==> src/mrca_pkg.sv <==
package mrca_pkg;

	// timing
	localparam int CLK_KHZ = 250000;
	localparam int TICK_MS = 100;
	localparam int TICK_CYCLES = TICK_MS * CLK_KHZ;

	// frame and status encodings
	localparam logic [7:0] FRAME_REMOTE_RESP = 8'h97;
	localparam logic [3:0] ST_OK = 4'h0;
	localparam logic [3:0] ST_ERROR = 4'h1;
	localparam logic [3:0] ST_BAD_CMD = 4'h2;
	localparam logic [3:0] ST_BAD_PARAM = 4'h3;
	localparam logic [3:0] ST_TX_FAIL = 4'h4;
	localparam logic [7:0] FLAG_STRENGTH_INVALID = 8'h40;
	localparam logic [7:0] FLAG_REMOTE = 8'h80;
	localparam logic [63:0] ADDR_INVALID = 64'h0000_0000_0000_FFFE;

	// reset values; serial rate code is arbitrary
	localparam logic [31:0] SERIAL_RATE_RST = 32'h0000_0003;
	localparam logic [31:0] DEST_HIGH_RST = 32'h0000_0000;
	localparam logic [31:0] DEST_LOW_RST = 32'h0000_FFFF;
	localparam logic [7:0] MAX_WAIT_RST = 8'h82;

	// random source and pwm counter width
	localparam int LFSR_W = 16;
	localparam logic [15:0] LFSR_SEED = 16'hACE1;
	localparam logic [15:0] LFSR_TAPS = 16'hB400;
	localparam int PWM_W = 8;

	typedef enum logic [3:0] {
		CMD_SERIAL_RATE_PARAM,
		CMD_DEST_HIGH_WORD,
		CMD_DEST_LOW_WORD,
		CMD_STRENGTH_PWM_ENABLE,
		CMD_DISCOVERY_MAX_WAIT,
		CMD_LAST_STRENGTH_QUERY,
		CMD_COMMIT_PENDING,
		CMD_SAVE,
		CMD_SOFT_RESTART,
		CMD_UNSUPPORTED
	} mrca_cmd_t;

	typedef struct packed {
		logic [31:0] serial_rate;
		logic [31:0] dest_high_word;
		logic [31:0] dest_low_word;
		logic strength_pwm_enable;
		logic [7:0] discovery_max_wait;
	} mrca_params_t;

	localparam mrca_params_t PARAMS_RST = '{
		serial_rate: SERIAL_RATE_RST,
		dest_high_word: DEST_HIGH_RST,
		dest_low_word: DEST_LOW_RST,
		strength_pwm_enable: 1'b0,
		discovery_max_wait: MAX_WAIT_RST
	};

endpackage : mrca_pkg

==> src/mrca_disc_if.sv <==
`timescale 1ns/1ps
interface mrca_disc_if;
	logic start;
	logic [7:0] window;
	logic done;
	logic busy;
	modport ctrl (output start, output window, input done, input busy);
	modport timer (input start, input window, output done, output busy);
endinterface : mrca_disc_if

==> src/mrca_disc_timer.sv <==
`timescale 1ns/1ps
module mrca_disc_timer #(
	parameter int TICK_CYCLES = mrca_pkg::TICK_CYCLES
) (
	// clock, reset, enable
	input wire logic clk,
	input wire logic reset,
	input wire logic ce,
	// request from the agent
	mrca_disc_if.timer tmr
);
	import mrca_pkg::*;

	localparam int TW = $clog2(TICK_CYCLES + 1);
	localparam logic [TW-1:0] TICK_LAST = TW'(TICK_CYCLES - 1);

	typedef enum logic {T_IDLE, T_WAIT} mrca_tstate_t;

	typedef struct packed {
		mrca_tstate_t state;
		logic [LFSR_W-1:0] lfsr;
		logic [TW-1:0] tick_cnt;
		logic [7:0] ticks_left;
		logic done;
	} mrca_tmr_t;

	mrca_tmr_t s;
	mrca_tmr_t next_s;
	logic [15:0] scaled;

	always_comb
	begin
		next_s = s;
		next_s.done = 1'b0;
		// lfsr runs free so reply slots differ between nodes
		next_s.lfsr = {s.lfsr[LFSR_W-2:0], ^(s.lfsr & LFSR_TAPS)};
		// scaling instead of modulo: slot lands below the window
		scaled = 16'(s.lfsr[7:0]) * 16'(tmr.window);
		case (s.state)
		T_IDLE:
			next_s.tick_cnt = '0;
		T_WAIT:
			if (s.tick_cnt == TICK_LAST)
			begin
				next_s.tick_cnt = '0;
				if (s.ticks_left == '0)
				begin
					next_s.done = 1'b1;
					next_s.state = T_IDLE;
				end
				else
					next_s.ticks_left = s.ticks_left - 8'h01;
			end
			else
				next_s.tick_cnt = s.tick_cnt + TW'(1);
		default:
			next_s.state = T_IDLE;
		endcase
		// a fresh broadcast restarts the wait
		if (tmr.start)
		begin
			next_s.state = T_WAIT;
			next_s.tick_cnt = '0;
			next_s.ticks_left = scaled[15:8];
		end
	end

	always_ff @(posedge clk or posedge reset)
	begin
		if (reset)
			s <= '{state: T_IDLE, lfsr: LFSR_SEED, tick_cnt: '0,
				ticks_left: 8'h00, done: 1'b0};
		else if (ce)
			s <= next_s;
	end

	assign tmr.done = s.done;
	assign tmr.busy = (s.state == T_WAIT);

	a_slot_in_window: assert property (
		@(posedge clk) disable iff (reset)
		(ce && tmr.start) |=> (s.ticks_left < $past(tmr.window)
			|| s.ticks_left == 8'h00))
		else $error("reply slot outside window");

	a_done_on_tick: assert property (
		@(posedge clk) disable iff (reset)
		$rose(s.done) |-> ($past(s.tick_cnt) == TICK_LAST
			&& $past(s.ticks_left) == 8'h00))
		else $error("reply not on a tick boundary");

	a_done_after_wait: assert property (
		@(posedge clk) disable iff (reset)
		$rose(s.done) |-> $past(tmr.busy))
		else $error("reply without a running wait");

endmodule : mrca_disc_timer

==> src/mrca_agent.sv <==
`timescale 1ns/1ps
module mrca_agent #(
	parameter int TICK_CYCLES = mrca_pkg::TICK_CYCLES
) (
	// clock, reset, enable
	input wire logic clk,
	input wire logic reset,
	input wire logic ce,
	// identity and mode
	input wire logic [63:0] own_addr,
	input wire logic [63:0] node_label_string,
	input wire logic host_frame_mode,
	// remote request arriving at this node
	input wire logic rx_req_valid,
	input wire logic [7:0] rx_req_frame_id,
	input wire logic rx_req_apply,
	input wire mrca_pkg::mrca_cmd_t rx_req_cmd,
	input wire logic rx_req_has_param,
	input wire logic [31:0] rx_req_param,
	input wire logic [63:0] rx_req_src,
	// response transmission to requester
	output logic resp_tx_valid,
	output logic [63:0] resp_tx_dest,
	output logic [7:0] resp_tx_frame_id,
	output mrca_pkg::mrca_cmd_t resp_tx_cmd,
	output logic [7:0] resp_tx_status,
	output logic [31:0] resp_tx_data,
	// remote response arriving from a target
	input wire logic rx_resp_valid,
	input wire logic [7:0] rx_resp_frame_id,
	input wire logic [63:0] rx_resp_src,
	input wire mrca_pkg::mrca_cmd_t rx_resp_cmd,
	input wire logic [7:0] rx_resp_status,
	input wire logic [31:0] rx_resp_data,
	// response frame to host
	output logic host_resp_valid,
	output logic [7:0] host_resp_type,
	output logic [7:0] host_resp_frame_id,
	output logic [63:0] host_resp_src,
	output mrca_pkg::mrca_cmd_t host_resp_cmd,
	output logic [7:0] host_resp_status,
	output logic [31:0] host_resp_data,
	// active settings
	output logic [31:0] serial_rate_param,
	output logic [63:0] unicast_dest,
	// collector broadcast
	input wire logic rx_agg_valid,
	input wire logic [63:0] rx_agg_param,
	input wire logic [63:0] rx_agg_src,
	output logic agg_update_valid,
	output logic [63:0] agg_update_addr,
	output logic route_update_valid,
	output logic [63:0] route_update_addr,
	// signal strength
	input wire logic rx_pkt_valid,
	input wire logic [7:0] rx_pkt_strength,
	output logic strength_pwm,
	// discovery
	input wire logic host_disc_req,
	output logic disc_bcast_valid,
	output logic [7:0] disc_bcast_window,
	input wire logic rx_disc_valid,
	input wire logic [7:0] rx_disc_window,
	input wire logic [63:0] rx_disc_src,
	output logic disc_reply_valid,
	output logic [63:0] disc_reply_dest,
	output logic [63:0] disc_reply_addr,
	output logic [63:0] disc_reply_label
);
	import mrca_pkg::*;

	typedef struct packed {
		mrca_params_t pend;
		mrca_params_t act;
		logic saved;
		logic [7:0] last_str;
		logic str_seen;
		logic [PWM_W-1:0] pwm_cnt;
		logic [PWM_W-1:0] duty;
		logic pwm_out;
		logic resp_tx_valid;
		logic [63:0] resp_tx_dest;
		logic [7:0] resp_tx_frame_id;
		mrca_cmd_t resp_tx_cmd;
		logic [7:0] resp_tx_status;
		logic [31:0] resp_tx_data;
		logic host_resp_valid;
		logic [7:0] host_resp_frame_id;
		logic [63:0] host_resp_src;
		mrca_cmd_t host_resp_cmd;
		logic [7:0] host_resp_status;
		logic [31:0] host_resp_data;
		logic agg_update_valid;
		logic route_update_valid;
		logic [63:0] route_update_addr;
		logic disc_bcast_valid;
		logic [7:0] disc_bcast_window;
		logic disc_start;
		logic [7:0] disc_window;
		logic [63:0] disc_dest;
		logic disc_reply_valid;
		logic [63:0] disc_reply_dest;
		logic [63:0] disc_reply_addr;
		logic [63:0] disc_reply_label;
	} mrca_state_t;

	mrca_state_t s;
	mrca_state_t next_s;
	logic [3:0] req_result;
	logic [7:0] req_flags;
	logic [31:0] req_data;
	logic req_commit;

	mrca_disc_if disc ();

	function automatic logic [63:0] dest_of(input mrca_params_t p);
		dest_of = {p.dest_high_word, p.dest_low_word};
	endfunction : dest_of

	function automatic logic [7:0] status_byte(input logic [3:0] result,
		input logic [7:0] flags);
		status_byte = {flags[7:4], result};
	endfunction : status_byte

	function automatic logic [31:0] param_read(input mrca_params_t p,
		input mrca_cmd_t c);
		case (c)
		CMD_SERIAL_RATE_PARAM: param_read = p.serial_rate;
		CMD_DEST_HIGH_WORD: param_read = p.dest_high_word;
		CMD_DEST_LOW_WORD: param_read = p.dest_low_word;
		CMD_STRENGTH_PWM_ENABLE:
			param_read = {31'h0000_0000, p.strength_pwm_enable};
		CMD_DISCOVERY_MAX_WAIT:
			param_read = {24'h00_0000, p.discovery_max_wait};
		default: param_read = 32'h0000_0000;
		endcase
	endfunction : param_read

	function automatic mrca_params_t param_write(input mrca_params_t p,
		input mrca_cmd_t c, input logic [31:0] v);
		param_write = p;
		case (c)
		CMD_SERIAL_RATE_PARAM: param_write.serial_rate = v;
		CMD_DEST_HIGH_WORD: param_write.dest_high_word = v;
		CMD_DEST_LOW_WORD: param_write.dest_low_word = v;
		CMD_STRENGTH_PWM_ENABLE: param_write.strength_pwm_enable = v[0];
		CMD_DISCOVERY_MAX_WAIT: param_write.discovery_max_wait = v[7:0];
		default: param_write = p;
		endcase
	endfunction : param_write

	always_comb
	begin
		next_s = s;
		req_result = ST_OK;
		req_flags = 8'h00;
		req_data = 32'h0000_0000;
		req_commit = 1'b0;
		next_s.resp_tx_valid = 1'b0;
		next_s.host_resp_valid = 1'b0;
		next_s.agg_update_valid = 1'b0;
		next_s.route_update_valid = 1'b0;
		next_s.disc_bcast_valid = 1'b0;
		next_s.disc_start = 1'b0;
		next_s.disc_reply_valid = 1'b0;

		// strength capture and pwm
		next_s.pwm_cnt = s.pwm_cnt + PWM_W'(1);
		next_s.pwm_out = s.act.strength_pwm_enable && (s.pwm_cnt < s.duty);
		if (rx_pkt_valid)
		begin
			next_s.last_str = rx_pkt_strength;
			next_s.str_seen = 1'b1;
			// smaller magnitude is a stronger link, so wider pulse
			if (s.act.strength_pwm_enable)
				next_s.duty = ~rx_pkt_strength;
		end

		// remote request at this node
		if (rx_req_valid)
		begin
			req_commit = rx_req_apply;
			case (rx_req_cmd)
			CMD_SERIAL_RATE_PARAM, CMD_DEST_HIGH_WORD, CMD_DEST_LOW_WORD,
			CMD_STRENGTH_PWM_ENABLE, CMD_DISCOVERY_MAX_WAIT:
				if (rx_req_has_param)
					next_s.pend = param_write(s.pend, rx_req_cmd,
						rx_req_param);
				else
					req_data = param_read(s.pend, rx_req_cmd);
			CMD_LAST_STRENGTH_QUERY:
				if (rx_req_has_param)
					req_result = ST_BAD_PARAM;
				else
				begin
					req_data = {24'h00_0000, s.last_str};
					if (!s.str_seen)
						req_flags = FLAG_STRENGTH_INVALID;
				end
			CMD_COMMIT_PENDING:
				req_commit = 1'b1;
			CMD_SAVE:
				next_s.saved = 1'b1;
			CMD_SOFT_RESTART:
			begin
				// restart without a save drops what is pending
				if (s.saved)
					req_commit = 1'b1;
				else
					next_s.pend = s.act;
				next_s.saved = 1'b0;
			end
			default:
				req_result = ST_BAD_CMD;
			endcase
			if (req_commit)
				next_s.act = next_s.pend;
			if (rx_req_frame_id != 8'h00)
			begin
				next_s.resp_tx_valid = 1'b1;
				next_s.resp_tx_dest = rx_req_src;
				next_s.resp_tx_frame_id = rx_req_frame_id;
				next_s.resp_tx_cmd = rx_req_cmd;
				next_s.resp_tx_status = status_byte(req_result, req_flags);
				next_s.resp_tx_data = req_data;
			end
		end

		// only an arriving answer makes a host frame
		if (rx_resp_valid)
		begin
			next_s.host_resp_valid = 1'b1;
			next_s.host_resp_frame_id = rx_resp_frame_id;
			next_s.host_resp_src = rx_resp_src;
			next_s.host_resp_cmd = rx_resp_cmd;
			next_s.host_resp_status = status_byte(rx_resp_status[3:0],
				rx_resp_status | FLAG_REMOTE);
			next_s.host_resp_data = rx_resp_data;
		end

		// collector broadcast; compared with the settings in force
		if (rx_agg_valid)
		begin
			next_s.route_update_valid = 1'b1;
			next_s.route_update_addr = rx_agg_src;
			if (rx_agg_param != ADDR_INVALID
				&& rx_agg_param == dest_of(s.act))
			begin
				{next_s.act.dest_high_word,
					next_s.act.dest_low_word} = rx_agg_src;
				{next_s.pend.dest_high_word,
					next_s.pend.dest_low_word} = rx_agg_src;
				next_s.agg_update_valid = host_frame_mode;
			end
		end

		// discovery
		if (host_disc_req)
		begin
			next_s.disc_bcast_valid = 1'b1;
			next_s.disc_bcast_window = s.act.discovery_max_wait;
		end
		if (disc.done)
		begin
			next_s.disc_reply_valid = 1'b1;
			next_s.disc_reply_dest = s.disc_dest;
			next_s.disc_reply_addr = own_addr;
			next_s.disc_reply_label = node_label_string;
		end
		if (rx_disc_valid)
		begin
			next_s.disc_start = 1'b1;
			next_s.disc_window = rx_disc_window;
			next_s.disc_dest = rx_disc_src;
		end
	end

	always_ff @(posedge clk or posedge reset)
	begin
		if (reset)
			s <= '{pend: PARAMS_RST, act: PARAMS_RST,
				resp_tx_cmd: CMD_UNSUPPORTED,
				host_resp_cmd: CMD_UNSUPPORTED, default: '0};
		else if (ce)
			s <= next_s;
	end

	assign disc.start = s.disc_start;
	assign disc.window = s.disc_window;

	mrca_disc_timer #(
		.TICK_CYCLES(TICK_CYCLES)
	) u_timer (
		.clk(clk),
		.reset(reset),
		.ce(ce),
		.tmr(disc.timer)
	);

	assign resp_tx_valid = s.resp_tx_valid;
	assign resp_tx_dest = s.resp_tx_dest;
	assign resp_tx_frame_id = s.resp_tx_frame_id;
	assign resp_tx_cmd = s.resp_tx_cmd;
	assign resp_tx_status = s.resp_tx_status;
	assign resp_tx_data = s.resp_tx_data;
	assign host_resp_valid = s.host_resp_valid;
	assign host_resp_type = FRAME_REMOTE_RESP;
	assign host_resp_frame_id = s.host_resp_frame_id;
	assign host_resp_src = s.host_resp_src;
	assign host_resp_cmd = s.host_resp_cmd;
	assign host_resp_status = s.host_resp_status;
	assign host_resp_data = s.host_resp_data;
	assign serial_rate_param = s.act.serial_rate;
	assign unicast_dest = dest_of(s.act);
	assign agg_update_valid = s.agg_update_valid;
	assign agg_update_addr = dest_of(s.act);
	assign route_update_valid = s.route_update_valid;
	assign route_update_addr = s.route_update_addr;
	assign strength_pwm = s.pwm_out;
	assign disc_bcast_valid = s.disc_bcast_valid;
	assign disc_bcast_window = s.disc_bcast_window;
	assign disc_reply_valid = s.disc_reply_valid;
	assign disc_reply_dest = s.disc_reply_dest;
	assign disc_reply_addr = s.disc_reply_addr;
	assign disc_reply_label = s.disc_reply_label;

	a_zero_id_silent: assert property (
		@(posedge clk) disable iff (reset)
		(ce && rx_req_valid && rx_req_frame_id == 8'h00) |=> !resp_tx_valid)
		else $error("response sent for zero frame id");

	a_id_echoed: assert property (
		@(posedge clk) disable iff (reset)
		(ce && rx_req_valid && rx_req_frame_id != 8'h00)
		|=> (resp_tx_valid && resp_tx_frame_id == $past(rx_req_frame_id)
			&& resp_tx_dest == $past(rx_req_src)))
		else $error("response missing or id not echoed");

	a_pending_held: assert property (
		@(posedge clk) disable iff (reset)
		(ce && rx_req_valid && rx_req_has_param && !rx_req_apply
			&& rx_req_cmd == CMD_SERIAL_RATE_PARAM)
		|=> $stable(serial_rate_param))
		else $error("pending write changed active rate");

	a_apply_bit: assert property (
		@(posedge clk) disable iff (reset)
		(ce && rx_req_valid && rx_req_has_param && rx_req_apply
			&& rx_req_cmd == CMD_SERIAL_RATE_PARAM)
		|=> serial_rate_param == $past(rx_req_param))
		else $error("apply bit did not commit");

	a_resp_frame: assert property (
		@(posedge clk) disable iff (reset)
		(ce && rx_resp_valid) |=> (host_resp_valid
			&& host_resp_status[7] && host_resp_type == FRAME_REMOTE_RESP
			&& host_resp_data == $past(rx_resp_data)))
		else $error("remote answer not forwarded");

	a_no_answer: assert property (
		@(posedge clk) disable iff (reset)
		(ce && !rx_resp_valid) |=> !host_resp_valid)
		else $error("host frame without answer");

	a_agg_rewrite: assert property (
		@(posedge clk) disable iff (reset)
		(ce && rx_agg_valid && !rx_req_valid && rx_agg_param == unicast_dest
			&& rx_agg_param != ADDR_INVALID)
		|=> (unicast_dest == $past(rx_agg_src)
			&& agg_update_valid == $past(host_frame_mode)))
		else $error("collector rewrite wrong");

	a_agg_invalid: assert property (
		@(posedge clk) disable iff (reset)
		(ce && rx_agg_valid && !rx_req_valid && rx_agg_param == ADDR_INVALID)
		|=> ($stable(unicast_dest) && !agg_update_valid))
		else $error("invalid address changed destination");

	a_route_always: assert property (
		@(posedge clk) disable iff (reset)
		(ce && rx_agg_valid) |=> (route_update_valid
			&& route_update_addr == $past(rx_agg_src)))
		else $error("route not installed");

	a_bcast_window: assert property (
		@(posedge clk) disable iff (reset)
		(ce && host_disc_req) |=> (disc_bcast_valid
			&& disc_bcast_window == $past(s.act.discovery_max_wait)))
		else $error("broadcast window not own setting");

	a_wait_reset: assert property (
		@(posedge clk)
		$fell(reset) |-> s.act.discovery_max_wait == 8'h82)
		else $error("maximum wait reset value wrong");

endmodule : mrca_agent

==> config.mk <==
export PLATFORM = sky130hd
export DESIGN_NAME = mrca_agent
export DESIGN_NICKNAME = d
export VERILOG_FILES = /design/src/mrca_pkg.sv /design/src/mrca_disc_if.sv /design/src/mrca_disc_timer.sv /design/src/mrca_agent.sv
export SDC_FILE = /design/constraint.sdc
export NUM_CORES = 2
export LEC_CHECK = 0
export ABC_AREA = 1
export BUFFER_PORTS_ARGS = -buffer_cell sky130_fd_sc_hd__buf_2
export CAP_MARGIN = 10
export CORE_AREA = 2 2 488 490
export DETAILED_ROUTE_END_ITERATION = 6
export DIE_AREA = 0 0 490 492
export GPL_TIMING_DRIVEN = 0
export RECOVER_POWER = 50
export SYNTH_ARGS = -nofsm -noshare
export SYNTH_HDL_FRONTEND = slang
export SYNTH_HIERARCHICAL = 1
export SYNTH_SLANG_ARGS = --single-unit
==> constraint.sdc <==
create_clock -name clk -period 38.2 [get_ports clk]
set_clock_uncertainty 0.1 [all_clocks]
set_input_delay 11.46 -clock clk [delete_from_list [all_inputs] [get_ports clk]]
set_output_delay 11.46 -clock clk [all_outputs]
set_load 0.05 [all_outputs]
* After elaboration in Yosys (flattened, before gate mapping)
Cells that the tools add are included.
** Storage, ports and cells
- Bits in registers :: 863
- Latch bits :: 0
- Bits in writable memories :: 0
- Memory bits (read-only) :: 0
- Word-level logic and storage cells :: 133
- Memories kept :: 0
** Operators by class
- $add $sub $neg :: 3
- Multiply operators :: 1
- Divide/modulo/power cells :: 0
- $lt $le $gt $ge :: 1
- Equality and inequality tests :: 12
- Shift operators :: 0
- Muxes and demuxes :: 46
- Bitwise logic cells :: 2
- Reductions and logical operators :: 23
** Operators by type and width (count)
- 117-bit 2-to-1 mux :: 3
- 105-bit 2-to-1 mux :: 3
- 64-bit 2-to-1 mux :: 4
- 105-bit case mux with 2 select lines :: 1
- 193-bit 2-to-1 mux :: 1
- 179-bit 2-to-1 mux :: 1
- 32-bit case mux with 5 select lines :: 1
- 32-bit 2-to-1 mux :: 4
- 73-bit 2-to-1 mux :: 1
- 66-bit 2-to-1 mux :: 1
- 64-bit == test :: 1
- 64-bit by 16-bit != test with 1-bit output, second input constant :: 1
- 32-bit case mux with 2 select lines :: 1
- 25-bit case mux with 2 select lines :: 1
- 33-bit 2-to-1 mux :: 1
- 9-bit 2-to-1 mux :: 3
- 25-bit by 1-bit adder with 25-bit output, second input constant :: 1
- 25-bit == test, second input constant :: 1
- 25-bit 2-to-1 mux :: 1
- 8-bit 2-to-1 mux :: 3
- 7-bit 2-to-1 mux :: 3
- 4-bit by 3-bit == test with 1-bit output, second input constant :: 4
- 8-bit by 8-bit multiplier with 16-bit output :: 1
- 16-bit XOR reduction :: 1
- other kinds (23) :: 45

* Logic depth before layout (Yosys ltp)
- Depth after elaboration :: 8
- Depth in mapped cells :: 23
- Gate-level depth less buffers :: 22

* Hierarchy
The synthesis kept the hierarchy.
** Modules (own cells, without submodules)
- mrca_agent :: instances 1, cells an instance 5048, area each 43729.4 um^2, sequential area each 20249.4 um^2
- mrca_disc_timer :: instances 1, cells an instance 754, area each 5178.7 um^2, sequential area each 1286.2 um^2

* Worst setup path after synthesis
OpenSTA, ideal clock, no wires.
- Path type :: in2reg
- From :: input ce
- To :: register s (netlist bit host_resp_data[10])
- Library setup time :: 0.125 ns
- Data arrival time :: 12.693 ns
- Path slack :: 25.283 ns
- Stages on the path :: 5
- Cells stage by stage :: clkbuf_1 nand2_1 clkbuf_1 buf_2 mux2_2
** Between the ends
- Cells in the longest elaborated chain, start to end :: 1
** RTL lines
- start: declaration :: line mrca_agent.sv:8 : input wire logic ce,
- 2-bit AND reduction (no line)
- end signal: assignment :: line mrca_agent.sv:281 : s <= '{pend: PARAMS_RST, act: PARAMS_RST,
- end signal: assignment :: line mrca_agent.sv:285 : s <= next_s;
- end: declaration :: line mrca_agent.sv:107 : mrca_state_t s;
Every way passes these cells.
A chain may end at the register's enable or synchronous reset.

==> impl_metrics.env <==
export IMPL_run_status="finished with violations"
export IMPL_violations="max-capacitance violations, max-slew violations"
export IMPL_start_kind="input pin"
export IMPL_synth_seq_cells=858
export IMPL_wl_per_cell_um=24.7
export IMPL_ir_drop_mv=0.0395
export IMPL_grt_pass1_wl_um=352000
export IMPL_synth_avg_cell_area_um2=8.43
export IMPL_h_tree_depth=3
export IMPL_avgViaCountPerCell=4.41
export IMPL_rows=179
export IMPL_cp_end_kind="async pin"
export IMPL_tightestPinTransition_ns=6.58
export IMPL_cp_startpoint="reset"
export IMPL_initial_core_util_pct=20.7
export IMPL_path_class="input pin to async pin"
export IMPL_cts_resized=0
export IMPL_final_common_cell="nand2_1"
export IMPL_grt_max_degree=125
export IMPL_hpwl_um=216000
export IMPL_hold_path_startpoint="u_timer/next_s[46]"
export IMPL_hold_violations=0
export IMPL_clock_root_buffer="clkbuf_16"
export IMPL_slew_headroom_pct=-339
export IMPL_p_leak_nw=33.3
export IMPL_cp_required_ns=37.34
export IMPL_finalCritPeriodShare_pct=59.3
export IMPL_syn_to_final_growth_pct=28.0
export IMPL_grt_pass1_vias=43900
export IMPL_gp_congestion=1.07
export IMPL_firstDrtPassIters=6
export IMPL_clock_sinks=858
export IMPL_tritoncts="done"
export IMPL_synth_edf_count=0
export IMPL_core_region_area_um2=236000
export IMPL_drv_cap=5
export IMPL_period_minus_slack_ns=22.63
export IMPL_route_detailed_drc=0
export IMPL_antenna_found_initial=146
export IMPL_clk_pin_slew_ns=0.06
export IMPL_die_area_um2=241000
export IMPL_ys_flop_type="dfrtp_1"
export IMPL_yosys_cell_types_count=58
export IMPL_wirelength_um=259000
export IMPL_clockBufferDepth=3
export IMPL_drt_initial_drc_count=4553
export IMPL_clkLatencyLatePin_ns=0.76
export IMPL_overflow=0
export IMPL_rr_startpoint="u_timer/next_s[40]"
export IMPL_cts_setup_buffers=0
export IMPL_synth_area_leaders="dfrtp_1 41%, nand2_1 11%, buf_4 10%, mux2_2 8.7%, nand3_1 4.5%"
export IMPL_fin_area_um2=62600
export IMPL_netlist_area_um2=48900
export IMPL_rsz0062_at_grt="no"
export IMPL_worstHoldPathType="register to register"
export IMPL_power_density_nw_per_um2=52.7
export IMPL_setup_viol=0
export IMPL_hold_ws_ns=0.362
export IMPL_async_flop_share_pct=100
export IMPL_ys_warn_count=6
export IMPL_crit_path_max_fanout=124
export IMPL_cp_arrival_ns=21.77
export IMPL_finalNetCount=7804
export IMPL_synth_seq_area_share_pct=44.0
export IMPL_vias=46200
export IMPL_syn_inst=5802
export IMPL_finalCoreUtilization_pct=26.5
export IMPL_synth_top_cell_by_area="dfrtp_1"
export IMPL_io_buffers=1226
export IMPL_ios=1243
export IMPL_die_h_um=492
export IMPL_ant_nets=0
export IMPL_numCtsBuffers=104
export IMPL_dpl_cell_area_um2=59300
export IMPL_die_w_um=490
export IMPL_synth_top_area_share_pct=41.2
export IMPL_max_freq_ghz=0.0442
export IMPL_track_usage_pct=20.7
export IMPL_drive_gt1_share_pct=33.2
export IMPL_final_cell_mix="1450 x nand2_1, 1074 x buf_2, 806 x dfrtp_1"
export IMPL_holdBufCountCts=0
export IMPL_slew_violations=508
==> synthesized netlist by cell type (all sizes together) (35+ instances only) <==
cell	count
clkbuf	166
inv	562
ha	43
buf	789
o21ai	195
mux2	379
o221ai	41
nand4	78
fa	35
a21oi	267
nor2	283
o22ai	76
nand2	1456
nand3	439
dfrtp	806
dfstp	52
==> power by group <==
| part | internal [mW] | switching (mW) | leakage (nW) |
|---|---|---|---|
| clock | 0.620 | 0.450 | 1.76 |
| sequential | 1.03 | 0.131 | 10.9 |
| combinational | 0.332 | 0.736 | 20.6 |
==> logic make-up (layout without fill, tap and decap cells) <==
logic type | count (synthesis) | in the layout | synth area share [%]
adders and majority gates | 78 | 78 | 2.53
DFF | 858 | 858 | 44.0
xor gates and xnor gates | 38 | 38 | 0.680
buffers and inverters | 1519 | 2946 | 17.2
other | 2 | 83 | 0.0154
muxes | 379 | 379 | 8.73
and+or+nand+nor | 2301 | 2301 | 19.6
AOI/OAI and AO/OA | 627 | 627 | 7.20
==> registers in the layout, summed over array words and instances, names as in the netlist, 64 cells and up <==
signal / cells
disc_reply_label: 64
agg_update_addr: 64
resp_tx_dest: 64
s: 204
route_update_addr: 64
disc_reply_dest: 64
host_resp_src: 64
disc_reply_addr: 64
==> layer usage <==
| metal | GRT usage (%) | routed length [µm] | vias up |
|---|---|---|---|
| li1 | - | - | 20800 |
| met1 | 27.5 | 110000 | 22300 |
| met2 | 29.0 | 103000 | 2474 |
| met3 | 9.01 | 31800 | 489 |
| met4 | 8.75 | 13000 | 86 |
| met5 | 0 | 569 | - |
==> critical path, stage by stage <==
cell and delay, ns:
clkbuf_1 0.10, clkinvlp_2 0.54, clkbuf_1 4.56, clkbuf_1 4.94
==> layout make-up <==
cell class                 count  area, µm²
antenna                       70        175
buffer                       955       6250
clock buffer                 145       2960
clock inverter                47        688
fill                       26100     174000
inverter                     564       2120
multi-input combinational   3436      19000
sequential                   858      21500
tap                         3167       3960
timing repair buffer        1235       5950
==> metrics by stage <==
step / total power [mW] / setup slack (ns) / instances / setup TNS [ns]
after global placement: 2.24 / -7.35 / 10200 / -5383.62
after detailed placement: 2.24 / 23.00 / 10200 / 0
after global routing: 3.46 / 13.38 / 10500 / 0
after CTS: 3.33 / 23.83 / 10400 / 0
after floorplan: 1.87 / 4.05 / 5813 / 0
final: 3.30 / 15.57 / 10500 / 0
==> worst paths after layout <==
kind / end / slack, ns / depth (start not counted)
setup reg to reg: u_timer/s[5] / 33.56 / 21
setup / recovery: s[214] / 15.57 / 4
min in group asynchronous: disc_reply_label[48] / 10.73 / 2
max in group clk: agg_update_addr[4] / 22.95 / 8
hold reg to reg: u_timer/next_s[46] / 0.36 / 2
hold / removal: u_timer/next_s[46] / 0.36 / 2
Note: power is estimated with default switching activity, not from simulation.
